**src/verilog/timer16_pkg.sv**
```systemverilog
// Shared constants for the 16-bit timer with input capture
package timer16_pkg;
   // ==========================================================
   // Register byte offsets on the 8-bit bus
   localparam logic [3:0] OFS_CONTROL_A       = 4'h0;
   localparam logic [3:0] OFS_CONTROL_B       = 4'h1;
   localparam logic [3:0] OFS_COUNT_LOW       = 4'h2;
   localparam logic [3:0] OFS_COUNT_HIGH      = 4'h3;
   localparam logic [3:0] OFS_CAPTURE_LOW     = 4'h4;
   localparam logic [3:0] OFS_CAPTURE_HIGH    = 4'h5;
   localparam logic [3:0] OFS_FLAGS           = 4'h6;
   localparam logic [3:0] OFS_IRQ_MASK        = 4'h7;
   localparam logic [3:0] OFS_COMPARATOR_CTRL = 4'h8;
   // ==========================================================
   // Field positions
   localparam int CS_LSB       = 0;  // clock_source_select [2:0] in control B
   localparam int WGM_HI_LSB   = 3;  // waveform_mode_select [3:2] in control B
   localparam int EDGE_BIT     = 6;  // capture edge, 1 = rising
   localparam int FILTER_BIT   = 7;  // capture_filter_enable
   localparam int WGM_LO_LSB   = 0;  // waveform_mode_select [1:0] in control A
   localparam int OVF_BIT      = 0;  // overflow flag / enable
   localparam int CAP_BIT      = 5;  // capture flag / enable
   localparam int CMP_SEL_BIT  = 2;  // comparator_capture_select
   // ==========================================================
   // Reset values
   localparam logic [7:0]  RST_BYTE  = 8'h00;
   localparam logic [15:0] RST_WORD  = 16'h0000;
   localparam logic [9:0]  RST_PRE   = 10'h000;
   // ==========================================================
   // Clock select codes
   localparam logic [2:0] CS_STOP   = 3'h0;
   localparam logic [2:0] CS_DIV1   = 3'h1;
   localparam logic [2:0] CS_DIV8   = 3'h2;
   localparam logic [2:0] CS_DIV64  = 3'h3;
   localparam logic [2:0] CS_DIV256 = 3'h4;
   localparam logic [2:0] CS_DIV1K  = 3'h5;
   localparam logic [2:0] CS_EXT_FALL = 3'h6;
   localparam logic [2:0] CS_EXT_RISE = 3'h7;
   // ==========================================================
   // Fixed TOP values and counter limits
   localparam logic [15:0] TOP_8BIT  = 16'h00ff;
   localparam logic [15:0] TOP_9BIT  = 16'h01ff;
   localparam logic [15:0] TOP_10BIT = 16'h03ff;
   localparam logic [15:0] COUNT_MAX = 16'hffff;
   localparam logic [15:0] COUNT_MIN = 16'h0000;
   // ==========================================================
   // Sampling chain lengths in system clocks
   localparam int SYNC_STAGES  = 3;
   localparam int FILTER_TAPS  = 4;
endpackage : timer16_pkg

```
**src/verilog/pin_sampler.sv**
```systemverilog
// Three-stage pin synchroniser with optional four-sample noise filter
`timescale 1ns/100ps
module pin_sampler
#(
   parameter int TAPS = timer16_pkg::FILTER_TAPS
)
(
   input  wire logic clk,
   input  wire logic sys_rst,
   input  wire logic pin_raw,
   input  wire logic filter_en,
   output logic      level
);
   import timer16_pkg::*;

   logic [SYNC_STAGES-1:0] sync;
   logic                   stable;
   logic [TAPS-1:0]        taps;
   logic                   filtered;
   logic                   next_level;

   // ==========================================================
   // Synchroniser, change counts once stages two and three agree
   always_ff @(posedge clk)
   begin
      if (sys_rst)
         sync <= '0;
      else
         sync <= {sync[SYNC_STAGES-2:0], pin_raw};
   end

   always_ff @(posedge clk)
   begin
      if (sys_rst)
         stable <= 1'b0;
      else if (sync[1] == sync[2])
         stable <= sync[2];
   end

   // ==========================================================
   // Filter changes only when every tap holds the new level
   always_ff @(posedge clk)
   begin
      if (sys_rst)
      begin
         taps     <= '0;
         filtered <= 1'b0;
      end
      else
      begin
         taps <= {taps[TAPS-2:0], stable};
         if (&taps)
            filtered <= 1'b1;
         else if (~|taps)
            filtered <= 1'b0;
      end
   end

   // Filter bypass select
   assign next_level = filter_en ? filtered : stable;

   always_ff @(posedge clk)
   begin
      if (sys_rst)
         level <= 1'b0;
      else
         level <= next_level;
   end
endmodule : pin_sampler

```
**src/verilog/timer16_capture.sv**
```systemverilog
// 16-bit timer/counter with input capture behind an Avalon-MM slave
`timescale 1ns/100ps
module timer16_capture
(
   input  wire logic        clk,
   input  wire logic        sys_rst,
   input  wire logic [3:0]  avs_address,
   input  wire logic        avs_read,
   input  wire logic        avs_write,
   input  wire logic [7:0]  avs_writedata,
   output logic [7:0]       avs_readdata,
   output logic             avs_waitrequest,
   input  wire logic        external_count_pin,
   input  wire logic        capture_input_pin,
   input  wire logic        comparator_result_out,
   input  wire logic [15:0] compare_a_value,
   input  wire logic        overflow_irq_ack,
   input  wire logic        capture_irq_ack,
   output logic [15:0]      timer_count_value,
   output logic             timer_tick,
   output logic             timer_top,
   output logic             timer_bottom,
   output logic             overflow_irq,
   output logic             capture_irq
);
   import timer16_pkg::*;

   // ==========================================================
   // Mode decoding helpers
   function automatic logic [15:0] top_of(input logic [3:0] m,
                                          input logic [15:0] icr,
                                          input logic [15:0] ocr);
      unique case (m)
         4'h1, 4'h5:                top_of = TOP_8BIT;
         4'h2, 4'h6:                top_of = TOP_9BIT;
         4'h3, 4'h7:                top_of = TOP_10BIT;
         4'h4, 4'h9, 4'hb, 4'hf:    top_of = ocr;
         4'h8, 4'ha, 4'hc, 4'he:    top_of = icr;
         default:                   top_of = COUNT_MAX;
      endcase
   endfunction : top_of

   function automatic logic uses_icr(input logic [3:0] m);
      uses_icr = (m == 4'h8) || (m == 4'ha) || (m == 4'hc) || (m == 4'he);
   endfunction : uses_icr

   function automatic logic dual_slope(input logic [3:0] m);
      dual_slope = (m inside {4'h1, 4'h2, 4'h3, 4'h8, 4'h9, 4'ha, 4'hb});
   endfunction : dual_slope

   function automatic logic ovf_at_top(input logic [3:0] m);
      ovf_at_top = (m inside {4'h5, 4'h6, 4'h7, 4'he, 4'hf});
   endfunction : ovf_at_top

   // ==========================================================
   // Registers
   logic [7:0]  control_a;
   logic [7:0]  control_b;
   logic [7:0]  irq_mask;
   logic [7:0]  comparator_control_status;
   logic [7:0]  temp_high;
   logic [15:0] capture_value_reg;
   logic        counter_overflow_flag;
   logic        capture_event_flag;
   logic        count_down;
   logic [9:0]  prescale;
   logic        ext_prev;
   logic        cap_prev;

   // ==========================================================
   // Decoded fields and bus strobes
   wire  [2:0]  clock_source_select   = control_b[CS_LSB +: 3];
   wire  [3:0]  waveform_mode_select  = {control_b[WGM_HI_LSB +: 2],
                                         control_a[WGM_LO_LSB +: 2]};
   wire         capture_filter_enable = control_b[FILTER_BIT];
   wire         capture_rising        = control_b[EDGE_BIT];
   wire         comparator_capture_select = comparator_control_status[CMP_SEL_BIT];
   wire         bus_req    = avs_read | avs_write;
   wire         read_take  = avs_read & avs_waitrequest;
   wire         write_do   = avs_write & ~avs_waitrequest;
   wire         wr_ctrl_a  = write_do && (avs_address == OFS_CONTROL_A);
   wire         wr_ctrl_b  = write_do && (avs_address == OFS_CONTROL_B);
   wire         wr_cnt_lo  = write_do && (avs_address == OFS_COUNT_LOW);
   wire         wr_cap_lo  = write_do && (avs_address == OFS_CAPTURE_LOW);
   wire         wr_flags   = write_do && (avs_address == OFS_FLAGS);
   wire         wr_mask    = write_do && (avs_address == OFS_IRQ_MASK);
   wire         wr_cmp     = write_do && (avs_address == OFS_COMPARATOR_CTRL);
   wire         wr_high    = write_do && ((avs_address == OFS_COUNT_HIGH) ||
                                          (avs_address == OFS_CAPTURE_HIGH));
   wire         rd_cnt_lo  = read_take && (avs_address == OFS_COUNT_LOW);
   wire         rd_cap_lo  = read_take && (avs_address == OFS_CAPTURE_LOW);

   // Mode properties of the current setting
   wire         icr_top    = uses_icr(waveform_mode_select);
   wire         slope2     = dual_slope(waveform_mode_select);
   wire  [15:0] top_value  = top_of(waveform_mode_select, capture_value_reg,
                                    compare_a_value);
   wire         at_top     = (timer_count_value == top_value);
   wire         at_bottom  = (timer_count_value == COUNT_MIN);
   wire         at_max     = (timer_count_value == COUNT_MAX);

   // ==========================================================
   // Sampled pins
   logic ext_level;
   logic cap_level;
   wire  cap_source = comparator_capture_select ? comparator_result_out
                                                : capture_input_pin;

   pin_sampler #(.TAPS(FILTER_TAPS)) ext_sampler
   (
      .clk       (clk),
      .sys_rst   (sys_rst),
      .pin_raw   (external_count_pin),
      .filter_en (1'b0),
      .level     (ext_level)
   );

   // Same sampling as the count pin, filter adds five clocks
   pin_sampler #(.TAPS(FILTER_TAPS)) cap_sampler
   (
      .clk       (clk),
      .sys_rst   (sys_rst),
      .pin_raw   (cap_source),
      .filter_en (capture_filter_enable),
      .level     (cap_level)
   );

   // ==========================================================
   // Timer tick selection
   always_ff @(posedge clk)
   begin
      if (sys_rst)
      begin
         prescale <= RST_PRE;
         ext_prev <= 1'b0;
      end
      else
      begin
         prescale <= prescale + 10'h001;
         ext_prev <= ext_level;
      end
   end

   logic next_tick;
   wire  ext_rise = ext_level & ~ext_prev;
   wire  ext_fall = ~ext_level & ext_prev;

   // Prescaler taps and external edges
   always_comb
   begin
      unique case (clock_source_select)
         CS_STOP:     next_tick = 1'b0;
         CS_DIV1:     next_tick = 1'b1;
         CS_DIV8:     next_tick = &prescale[2:0];
         CS_DIV64:    next_tick = &prescale[5:0];
         CS_DIV256:   next_tick = &prescale[7:0];
         CS_DIV1K:    next_tick = &prescale[9:0];
         CS_EXT_FALL: next_tick = ext_fall;
         CS_EXT_RISE: next_tick = ext_rise;
      endcase
   end

   always_ff @(posedge clk)
   begin
      if (sys_rst)
         timer_tick <= 1'b0;
      else
         timer_tick <= next_tick;
   end

   // ==========================================================
   // Counter next value
   logic [15:0] next_count;
   logic        next_down;
   logic        ovf_event;

   always_comb
   begin
      next_count = timer_count_value;
      next_down  = count_down;
      ovf_event  = 1'b0;
      if (wr_cnt_lo)
         next_count = {temp_high, avs_writedata};
      else if (timer_tick && slope2)
      begin
         if (at_bottom)
         begin
            next_down  = 1'b0;
            next_count = timer_count_value + 16'h0001;
            ovf_event  = count_down;
         end
         else if (at_top || !count_down && timer_count_value > top_value)
         begin
            next_down  = 1'b1;
            next_count = timer_count_value - 16'h0001;
         end
         else if (count_down)
            next_count = timer_count_value - 16'h0001;
         else
            next_count = timer_count_value + 16'h0001;
      end
      else if (timer_tick)
      begin
         next_down  = 1'b0;
         if (at_top)
            next_count = COUNT_MIN;
         else
            next_count = timer_count_value + 16'h0001;
         ovf_event = ovf_at_top(waveform_mode_select) ? at_top : at_max;
      end
   end

   // Counter, direction and extreme indications
   always_ff @(posedge clk)
   begin
      if (sys_rst)
      begin
         timer_count_value <= RST_WORD;
         count_down        <= 1'b0;
         timer_top         <= 1'b0;
         timer_bottom      <= 1'b1;
      end
      else
      begin
         timer_count_value <= next_count;
         count_down        <= next_down;
         timer_top         <= (next_count == top_value);
         timer_bottom      <= (next_count == COUNT_MIN);
      end
   end

   // ==========================================================
   // Capture edge detector
   logic capture_trigger;

   always_ff @(posedge clk)
   begin
      if (sys_rst)
         cap_prev <= 1'b0;
      else
         cap_prev <= cap_level;
   end

   assign capture_trigger = (cap_level != cap_prev) &&
                            (cap_level == capture_rising) &&
                            !icr_top;

   // Capture register: event copy or write in capture-top modes
   always_ff @(posedge clk)
   begin
      if (sys_rst)
         capture_value_reg <= RST_WORD;
      else if (capture_trigger)
         capture_value_reg <= timer_count_value;
      else if (wr_cap_lo && icr_top)
         capture_value_reg <= {temp_high, avs_writedata};
   end

   // ==========================================================
   // Shared high byte temporary register
   always_ff @(posedge clk)
   begin
      if (sys_rst)
         temp_high <= RST_BYTE;
      else if (wr_high)
         temp_high <= avs_writedata;
      else if (rd_cnt_lo)
         temp_high <= timer_count_value[15:8];
      else if (rd_cap_lo)
         temp_high <= capture_value_reg[15:8];
   end

   // ==========================================================
   // Event flags, set wins over any clear
   wire clr_ovf = (wr_flags && avs_writedata[OVF_BIT]) || overflow_irq_ack;
   wire clr_cap = (wr_flags && avs_writedata[CAP_BIT]) || capture_irq_ack;

   always_ff @(posedge clk)
   begin
      if (sys_rst)
      begin
         counter_overflow_flag <= 1'b0;
         capture_event_flag    <= 1'b0;
      end
      else
      begin
         counter_overflow_flag <= ovf_event | (counter_overflow_flag & ~clr_ovf);
         capture_event_flag    <= capture_trigger |
                                  (capture_event_flag & ~clr_cap);
      end
   end

   // Interrupt requests from flags and enables
   always_ff @(posedge clk)
   begin
      if (sys_rst)
      begin
         overflow_irq <= 1'b0;
         capture_irq  <= 1'b0;
      end
      else
      begin
         overflow_irq <= counter_overflow_flag & irq_mask[OVF_BIT];
         capture_irq  <= capture_event_flag & irq_mask[CAP_BIT];
      end
   end

   // ==========================================================
   // Control registers
   always_ff @(posedge clk)
   begin
      if (sys_rst)
      begin
         control_a                 <= RST_BYTE;
         control_b                 <= RST_BYTE;
         irq_mask                  <= RST_BYTE;
         comparator_control_status <= RST_BYTE;
      end
      else
      begin
         if (wr_ctrl_a)
            control_a <= avs_writedata;
         if (wr_ctrl_b)
            control_b <= avs_writedata;
         if (wr_mask)
            irq_mask <= avs_writedata;
         if (wr_cmp)
            comparator_control_status <= avs_writedata;
      end
   end

   // ==========================================================
   // Read data selection
   logic [7:0] read_mux;
   wire  [7:0] flags_view = (8'h01 << OVF_BIT) & {8{counter_overflow_flag}} |
                            (8'h01 << CAP_BIT) & {8{capture_event_flag}};

   assign read_mux =
      (avs_address == OFS_CONTROL_A)       ? control_a :
      (avs_address == OFS_CONTROL_B)       ? control_b :
      (avs_address == OFS_COUNT_LOW)       ? timer_count_value[7:0] :
      (avs_address == OFS_COUNT_HIGH)      ? temp_high :
      (avs_address == OFS_CAPTURE_LOW)     ? capture_value_reg[7:0] :
      (avs_address == OFS_CAPTURE_HIGH)    ? temp_high :
      (avs_address == OFS_FLAGS)           ? flags_view :
      (avs_address == OFS_IRQ_MASK)        ? irq_mask :
      (avs_address == OFS_COMPARATOR_CTRL) ? comparator_control_status :
                                             RST_BYTE;

   // ==========================================================
   // Bus handshake: one wait cycle, then answer
   always_ff @(posedge clk)
   begin
      if (sys_rst)
      begin
         avs_waitrequest <= 1'b1;
         avs_readdata    <= RST_BYTE;
      end
      else
      begin
         avs_waitrequest <= ~(bus_req & avs_waitrequest);
         if (read_take)
            avs_readdata <= read_mux;
      end
   end
endmodule : timer16_capture

```
**config.mk**
```make
export PLATFORM = sky130hd
export DESIGN_NAME = timer16_capture
export DESIGN_NICKNAME = d
export VERILOG_FILES = /design/src/verilog/timer16_pkg.sv /design/src/verilog/pin_sampler.sv /design/src/verilog/timer16_capture.sv
export SDC_FILE = /design/constraint.sdc
export NUM_CORES = 1
export LEC_CHECK = 0
export ABC_AREA = 1
export BUFFER_PORTS_ARGS = -buffer_cell sky130_fd_sc_hd__buf_2
export CAP_MARGIN = 20
export CORE_MARGIN = 1.5
export CORE_UTILIZATION = 49
export DETAILED_ROUTE_END_ITERATION = 16
export HOLD_SLACK_MARGIN = 0.12
export PLACE_DENSITY = 0.7
export SLEW_MARGIN = 20
export SYNTH_ARGS = -nofsm -noshare
export SYNTH_HDL_FRONTEND = slang
export SYNTH_SLANG_ARGS = --single-unit
```
**constraint.sdc**
```tcl
create_clock -name clk -period 3.17 [get_ports clk]
set_clock_uncertainty 0.1 [all_clocks]
set_input_delay 0.317 -clock clk [delete_from_list [all_inputs] [get_ports clk]]
set_output_delay 0.317 -clock clk [all_outputs]
set_load 0.01 [all_outputs]
```
Word level (Yosys, flattened, before mapping). Index checks and enable logic that the tools add are counted.

Bits in registers: 116. Bits in latches: 0. Bits in writable memories: 0. ROM bits: 0. Logic and storage cells: 173. Memories kept: 0.

Add/subtract/negate cells: 3. $mul: 0. Div/mod/pow operators: 0. $lt $le $gt $ge: 1. Equality and inequality tests: 38. Shift-type cells: 0. Mux-type cells: 36. Bitwise operators: 20. Reduce and logical (&&, ||, !) cells: 47.

Operator list (count): 2-to-1 mux 16 bit (9); 2-to-1 mux 8 bit (12); case mux 16 bit (5 select lines) (1); == test 16 bit (2); == test 4 x 3 -> 1 bit, second input constant (8); == test 4 bit, second input constant (8); zero test 16 bit (2); logical AND 1 bit (17); adder 16 x 1 -> 16 bit, second input constant (1); == test 16 bit, second input constant (1); == test 4 x 2 -> 1 bit, second input constant (4); greater-than comparator 16 bit (1); subtractor 16 x 1 -> 16 bit, second input constant (1); 2-to-1 mux 1 bit (13); == test 3 bit, second input constant (4); OR reduction 4 bit (3); adder 10 x 1 -> 10 bit, second input constant (1); AND reduction 10 bit (1); AND 1 bit (9); == test 4 x 1 -> 1 bit, second input constant (2); case mux 1 bit (8 select lines) (1); AND reduction 8 bit (1); logical OR 1 bit (7); NOT 1 bit (7); other kinds (19) (29).

Longest topological paths before layout.
Word-level depth: 11. Depth in mapped cells: 30.

By module. Synthesis repeated with hierarchy kept, for this count alone.

Cell total of the unflattened synthesis: 1138. Area total of the unflattened synthesis: 7624.8 um^2.

Modules (own cells, without submodules): timer16_capture (instances 1, cells each 1064, area an instance 6954.2 um^2, sequential area each 2021.9 um^2); pin_sampler (instances 2, cells each 37, area an instance 335.3 um^2, sequential area each 200.2 um^2).

Worst setup path before layout. Ideal clock, no wire load.

Kind: flip-flop to flip-flop. Start: register control_a[1]. End: register timer_top. Library setup time: 0.064 ns. Arrival: 2.904 ns. Required time: 3.006 ns. Slack: 0.102 ns. Stages on the path, launching flop included: 29. Period minus slack after synthesis: 3.068 ns. Path through: dfxtp_1 nor2_1 inv_2 nor2_2 nand2_2 nand4_4 inv_4 a221oi_1 nand2_1 inv_1 ha_1 nand2_1 nand2_1 nand3_1 nand2_1 a21oi_1 nand3_2 buf_4 nand3_1 nand3_1 nand2_1 nand2_1 nand2_1 nand2_1 inv_1 nand2_1 nor2_1 nand3_1 nor2_1.

Word-level cells in the longest chain between the ends: 11. Elaborated cells on any way between the ends: 33. Those cells by class: order compare (1); eq/ne (16); mux (7); reduce/logical (9).

Ends and longest elaborated chain: from (decl) (RTL line timer16_capture.sv:57) `logic [7:0] control_a;`; from (signal assigned) (RTL line timer16_capture.sv:322) `control_a <= avs_writedata;`; == test 4 bit (tied with other cells) (RTL line timer16_capture.sv:33, timer16_capture.sv:48); OR reduction 4 bit or OR reduction 2 bit (tied branches) (RTL line timer16_capture.sv:33) `unique case (m)`; case mux 16 bit (5 select lines) (RTL line timer16_capture.sv:33); greater-than comparator 16 bit (RTL line timer16_capture.sv:192) `else if (at_top || !count_down && timer_count_value > top_value)`; logical AND 1 bit (RTL line timer16_capture.sv:192); logical OR 1 bit (RTL line timer16_capture.sv:192); 2-to-1 mux 16 bit (RTL line timer16_capture.sv:192); 2-to-1 mux 16 bit (RTL line timer16_capture.sv:186) `if (at_bottom)`; 2-to-1 mux 16 bit (RTL line timer16_capture.sv:184) `else if (timer_tick && slope2)`; 2-to-1 mux 16 bit (RTL line timer16_capture.sv:182) `if (wr_cnt_lo)`; == test 16 bit (*) (RTL line timer16_capture.sv:227) `timer_top <= (next_count == top_value);`; to (signal assigned) (RTL line timer16_capture.sv:227); to (decl) (RTL line timer16_capture.sv:21) `output logic timer_top,`.

Mark *: on every way between the ends. The rest lies on a longest branch, timed or not. A chain may end at the register's enable or synchronous reset.

Worst setup path after layout.
Start: register control_a[0]. End: register timer_top.

The elaborated chain is that of the path after synthesis.

==> reports/qor.yml <==
final_common_cell: "nand2_1"
setup_tns_ns: -0.5069
hp-class: "in2reg"
finalWorstPathRequiredPeriod_ns: 3.436
vias: 8751
grt_pass1_wl_mm: 43.91
leakagePower_nw: 4.344
final_area_um2: 9920
final_util: 0.6574
timing.rr.start: "control_a[0]"
syn_nets: 1206
rsz0062_at_grt: "true"
wl_per_cell_um: 18.64
violations: "negative setup slack"
synth.largest_area_cell: "dfxtp_1"
slowest_delay_ns: 0.36
fmaxAchievable_mhz: 291.0
syn_avg_cell_area_um2: 6.555
fill_cells: 1321
cts_buffer_depth: 2
cts_inserted_buffers: 17
gp_congestion: 1.010
final_cell_mix: "nand2_1, inv_1, a21oi_1"
route.detailed.drc: 0
min_to: "temp_high[1]"
r2r_slack_ns: -0.27
final_net_count: 1376
dieWidth_um: 126.9
worst_slew_pin_slew_ns: 0.8113
reg2reg_depth: 25
core_um2: 15090
final_hold_viol_count: 0
seq_area_frac_synth: 0.3086
drtIter0Drc: 1011
maxSlewViolCount: 0
grt_pass1_vias: 8383
ctsHtreeMaxLevel: 4
layout_worst_path_cycle_share: 1.084
antenna_found_initial: 0
synth_area_leaders: "dfxtp_1, nand2_1, a21oi_1, inv_1, nor2_1"
syn_area_um2: 7525
cts.sinks: 116
wirelength_mm: 28.32
synth_seq_cells: 116
grt_max_degree: 67
antenna_cells: 0
antenna_left: 0
yosys.area.top_type_share: 0.3086
maxCapViolCount: 0
yosysWarnings: 0
critPathKind: "reg2reg"
peakVddDrop_mv: 0.4960
crit_path_frequent_cell: "buf_4"
post-place-ws_ns: -0.5528
start_util: 0.4987
status: "complete, but fails checks"
vias_per_cell: 5.761
ys.flop_type: "dfxtp_1"
syn_to_final_growth_pct: 31.83
port_buffers: 66
power.density_nw_per_um2: 375.7
root_buffer: "clkbuf_16"
cts_tree: "built"
synth_cells: 1148
fin_ws_ns: -0.2661
cp-end-kind: "flip-flop"
drt_pass1_iterations: 6
min_path_cells: 3
cp_slowest_cell: "dfxtp_2"
drive_gt1_frac: 0.2757
synth_edf_count: 0
cp-start-kind: "flip-flop"
dp_hpwl_mm: 19.89
crit_required_ns: 3.43
pin_count: 67
synth.distinct_cells: 52
cp.arrival_ns: 3.70
r2r-end: "timer_top"
dieArea_um2: 16110
place_area_um2: 8533
slew_headroom: 0.4591
path_clk_slew_ns: 0.06
die_height_um: 126.9
overflow: 0
clkLatencyLatePin_ns: 0.43
setup_viol: 7
worst-path-max-fanout: 6
num_rows: 45
grtUsageTotal: 0.3524
hp-start: "avs_writedata[1]"
async_flop_share: 0
-- report_power, final --
group / switching (mW) / leakage (nW) / internal, mW
registers: 0.0117 / 0.939 / 1.47
logic: 0.188 / 3.12 / 0.109
clock network: 0.740 / 0.287 / 1.21
total: 0.940 / 4.34 / 2.79
-- cell families after synthesis --
logic type | Yosys count | share of synthesized area
DFF | 116 | 0.3086
AOI/OAI and AO/OA | 255 | 0.1972
adders and majority gates | 21 | 0.03492
xor gates and xnor gates | 25 | 0.02910
buffers and inverters | 213 | 0.1166
and+or+nand+nor | 518 | 0.3136
-- synthesized netlist by cell type, drive strengths merged (6+ instances only) --
cell and count:
a221oi 6, o211ai 8, nand2 262, nor2 137
o22ai 12, xor2 24, a31oi 8, inv 167
clkbuf 15, buf 29, nor3 19, a21oi 122
ha 21, o221ai 7, o21ai 72, nand4 13
o2111ai 13, nand3 74, dfxtp 116
-- worst max-delay path by stage --
stage	to	cells past startpoint	start
after global placement	timer_top	25	control_b[4]
after detailed placement	timer_top	27	control_a[1]
after floorplan	timer_top	28	control_a[1]
after CTS	timer_top	26	control_b[3]
final	timer_top	25	control_a[0]
after global routing	timer_top	26	control_a[1]
-- through the flow --
| step | hold WS (ns) | power, mW | cells |
|---|---|---|---|
| floorplan | 0.2883 | 1.651 | 1148 |
| global placement | 0.2955 | 1.767 | 1449 |
| detailed placement | 0.3034 | 1.767 | 1449 |
| CTS | 0.1553 | 3.715 | 1518 |
| global route | 0.1866 | 3.819 | 1519 |
| finish | 0.1776 | 3.727 | 1519 |
-- final cells by class --
class / instances / area (µm²) / share of cell area
clock buffers: 19 / 452.9 / 0.04566
clock inverters: 13 / 145.1 / 0.01463
inverters: 169 / 641.9 / 0.06471
multi-input cells: 821 / 4710 / 0.4748
flip-flops and latches: 116 / 2332 / 0.2351
well taps: 188 / 235.2 / 0.02371
repair buffers: 193 / 1403 / 0.1414
-- critical path, delay by kind of cell, from the launching register on --
kind	cells	cell delay (ns)
buffers and inverters	16	1.92
DFF	1	0.36
AOI/OAI and AO/OA	2	0.29
and+or+nand+nor	7	0.70
-- timing repair --
action / in CTS / in global routing
endpoints found under the setup margin: 17 / 17
cloned: 2 / 0
pin swaps: 21 / 37
resized for setup: 50 / 63
endpoints found under the hold margin: 5 / 0
hold buffers: 7 / 0
buffers inserted: 29 / 1
-- per-layer routing --
| layer | global-route usage | part of all wire | up-vias |
|---|---|---|---|
| met3 | 0.07381 | 0.096 | 151 |
| met1 | 0.4406 | 0.40 | 3941 |
| li1 | - | - | 4125 |
| met4 | 0.2152 | 0.065 | 0 |
| met2 | 0.5579 | 0.44 | 534 |
| met5 | 0 | 0 | - |
No activity file was read; power rests on OpenSTA's default activity.
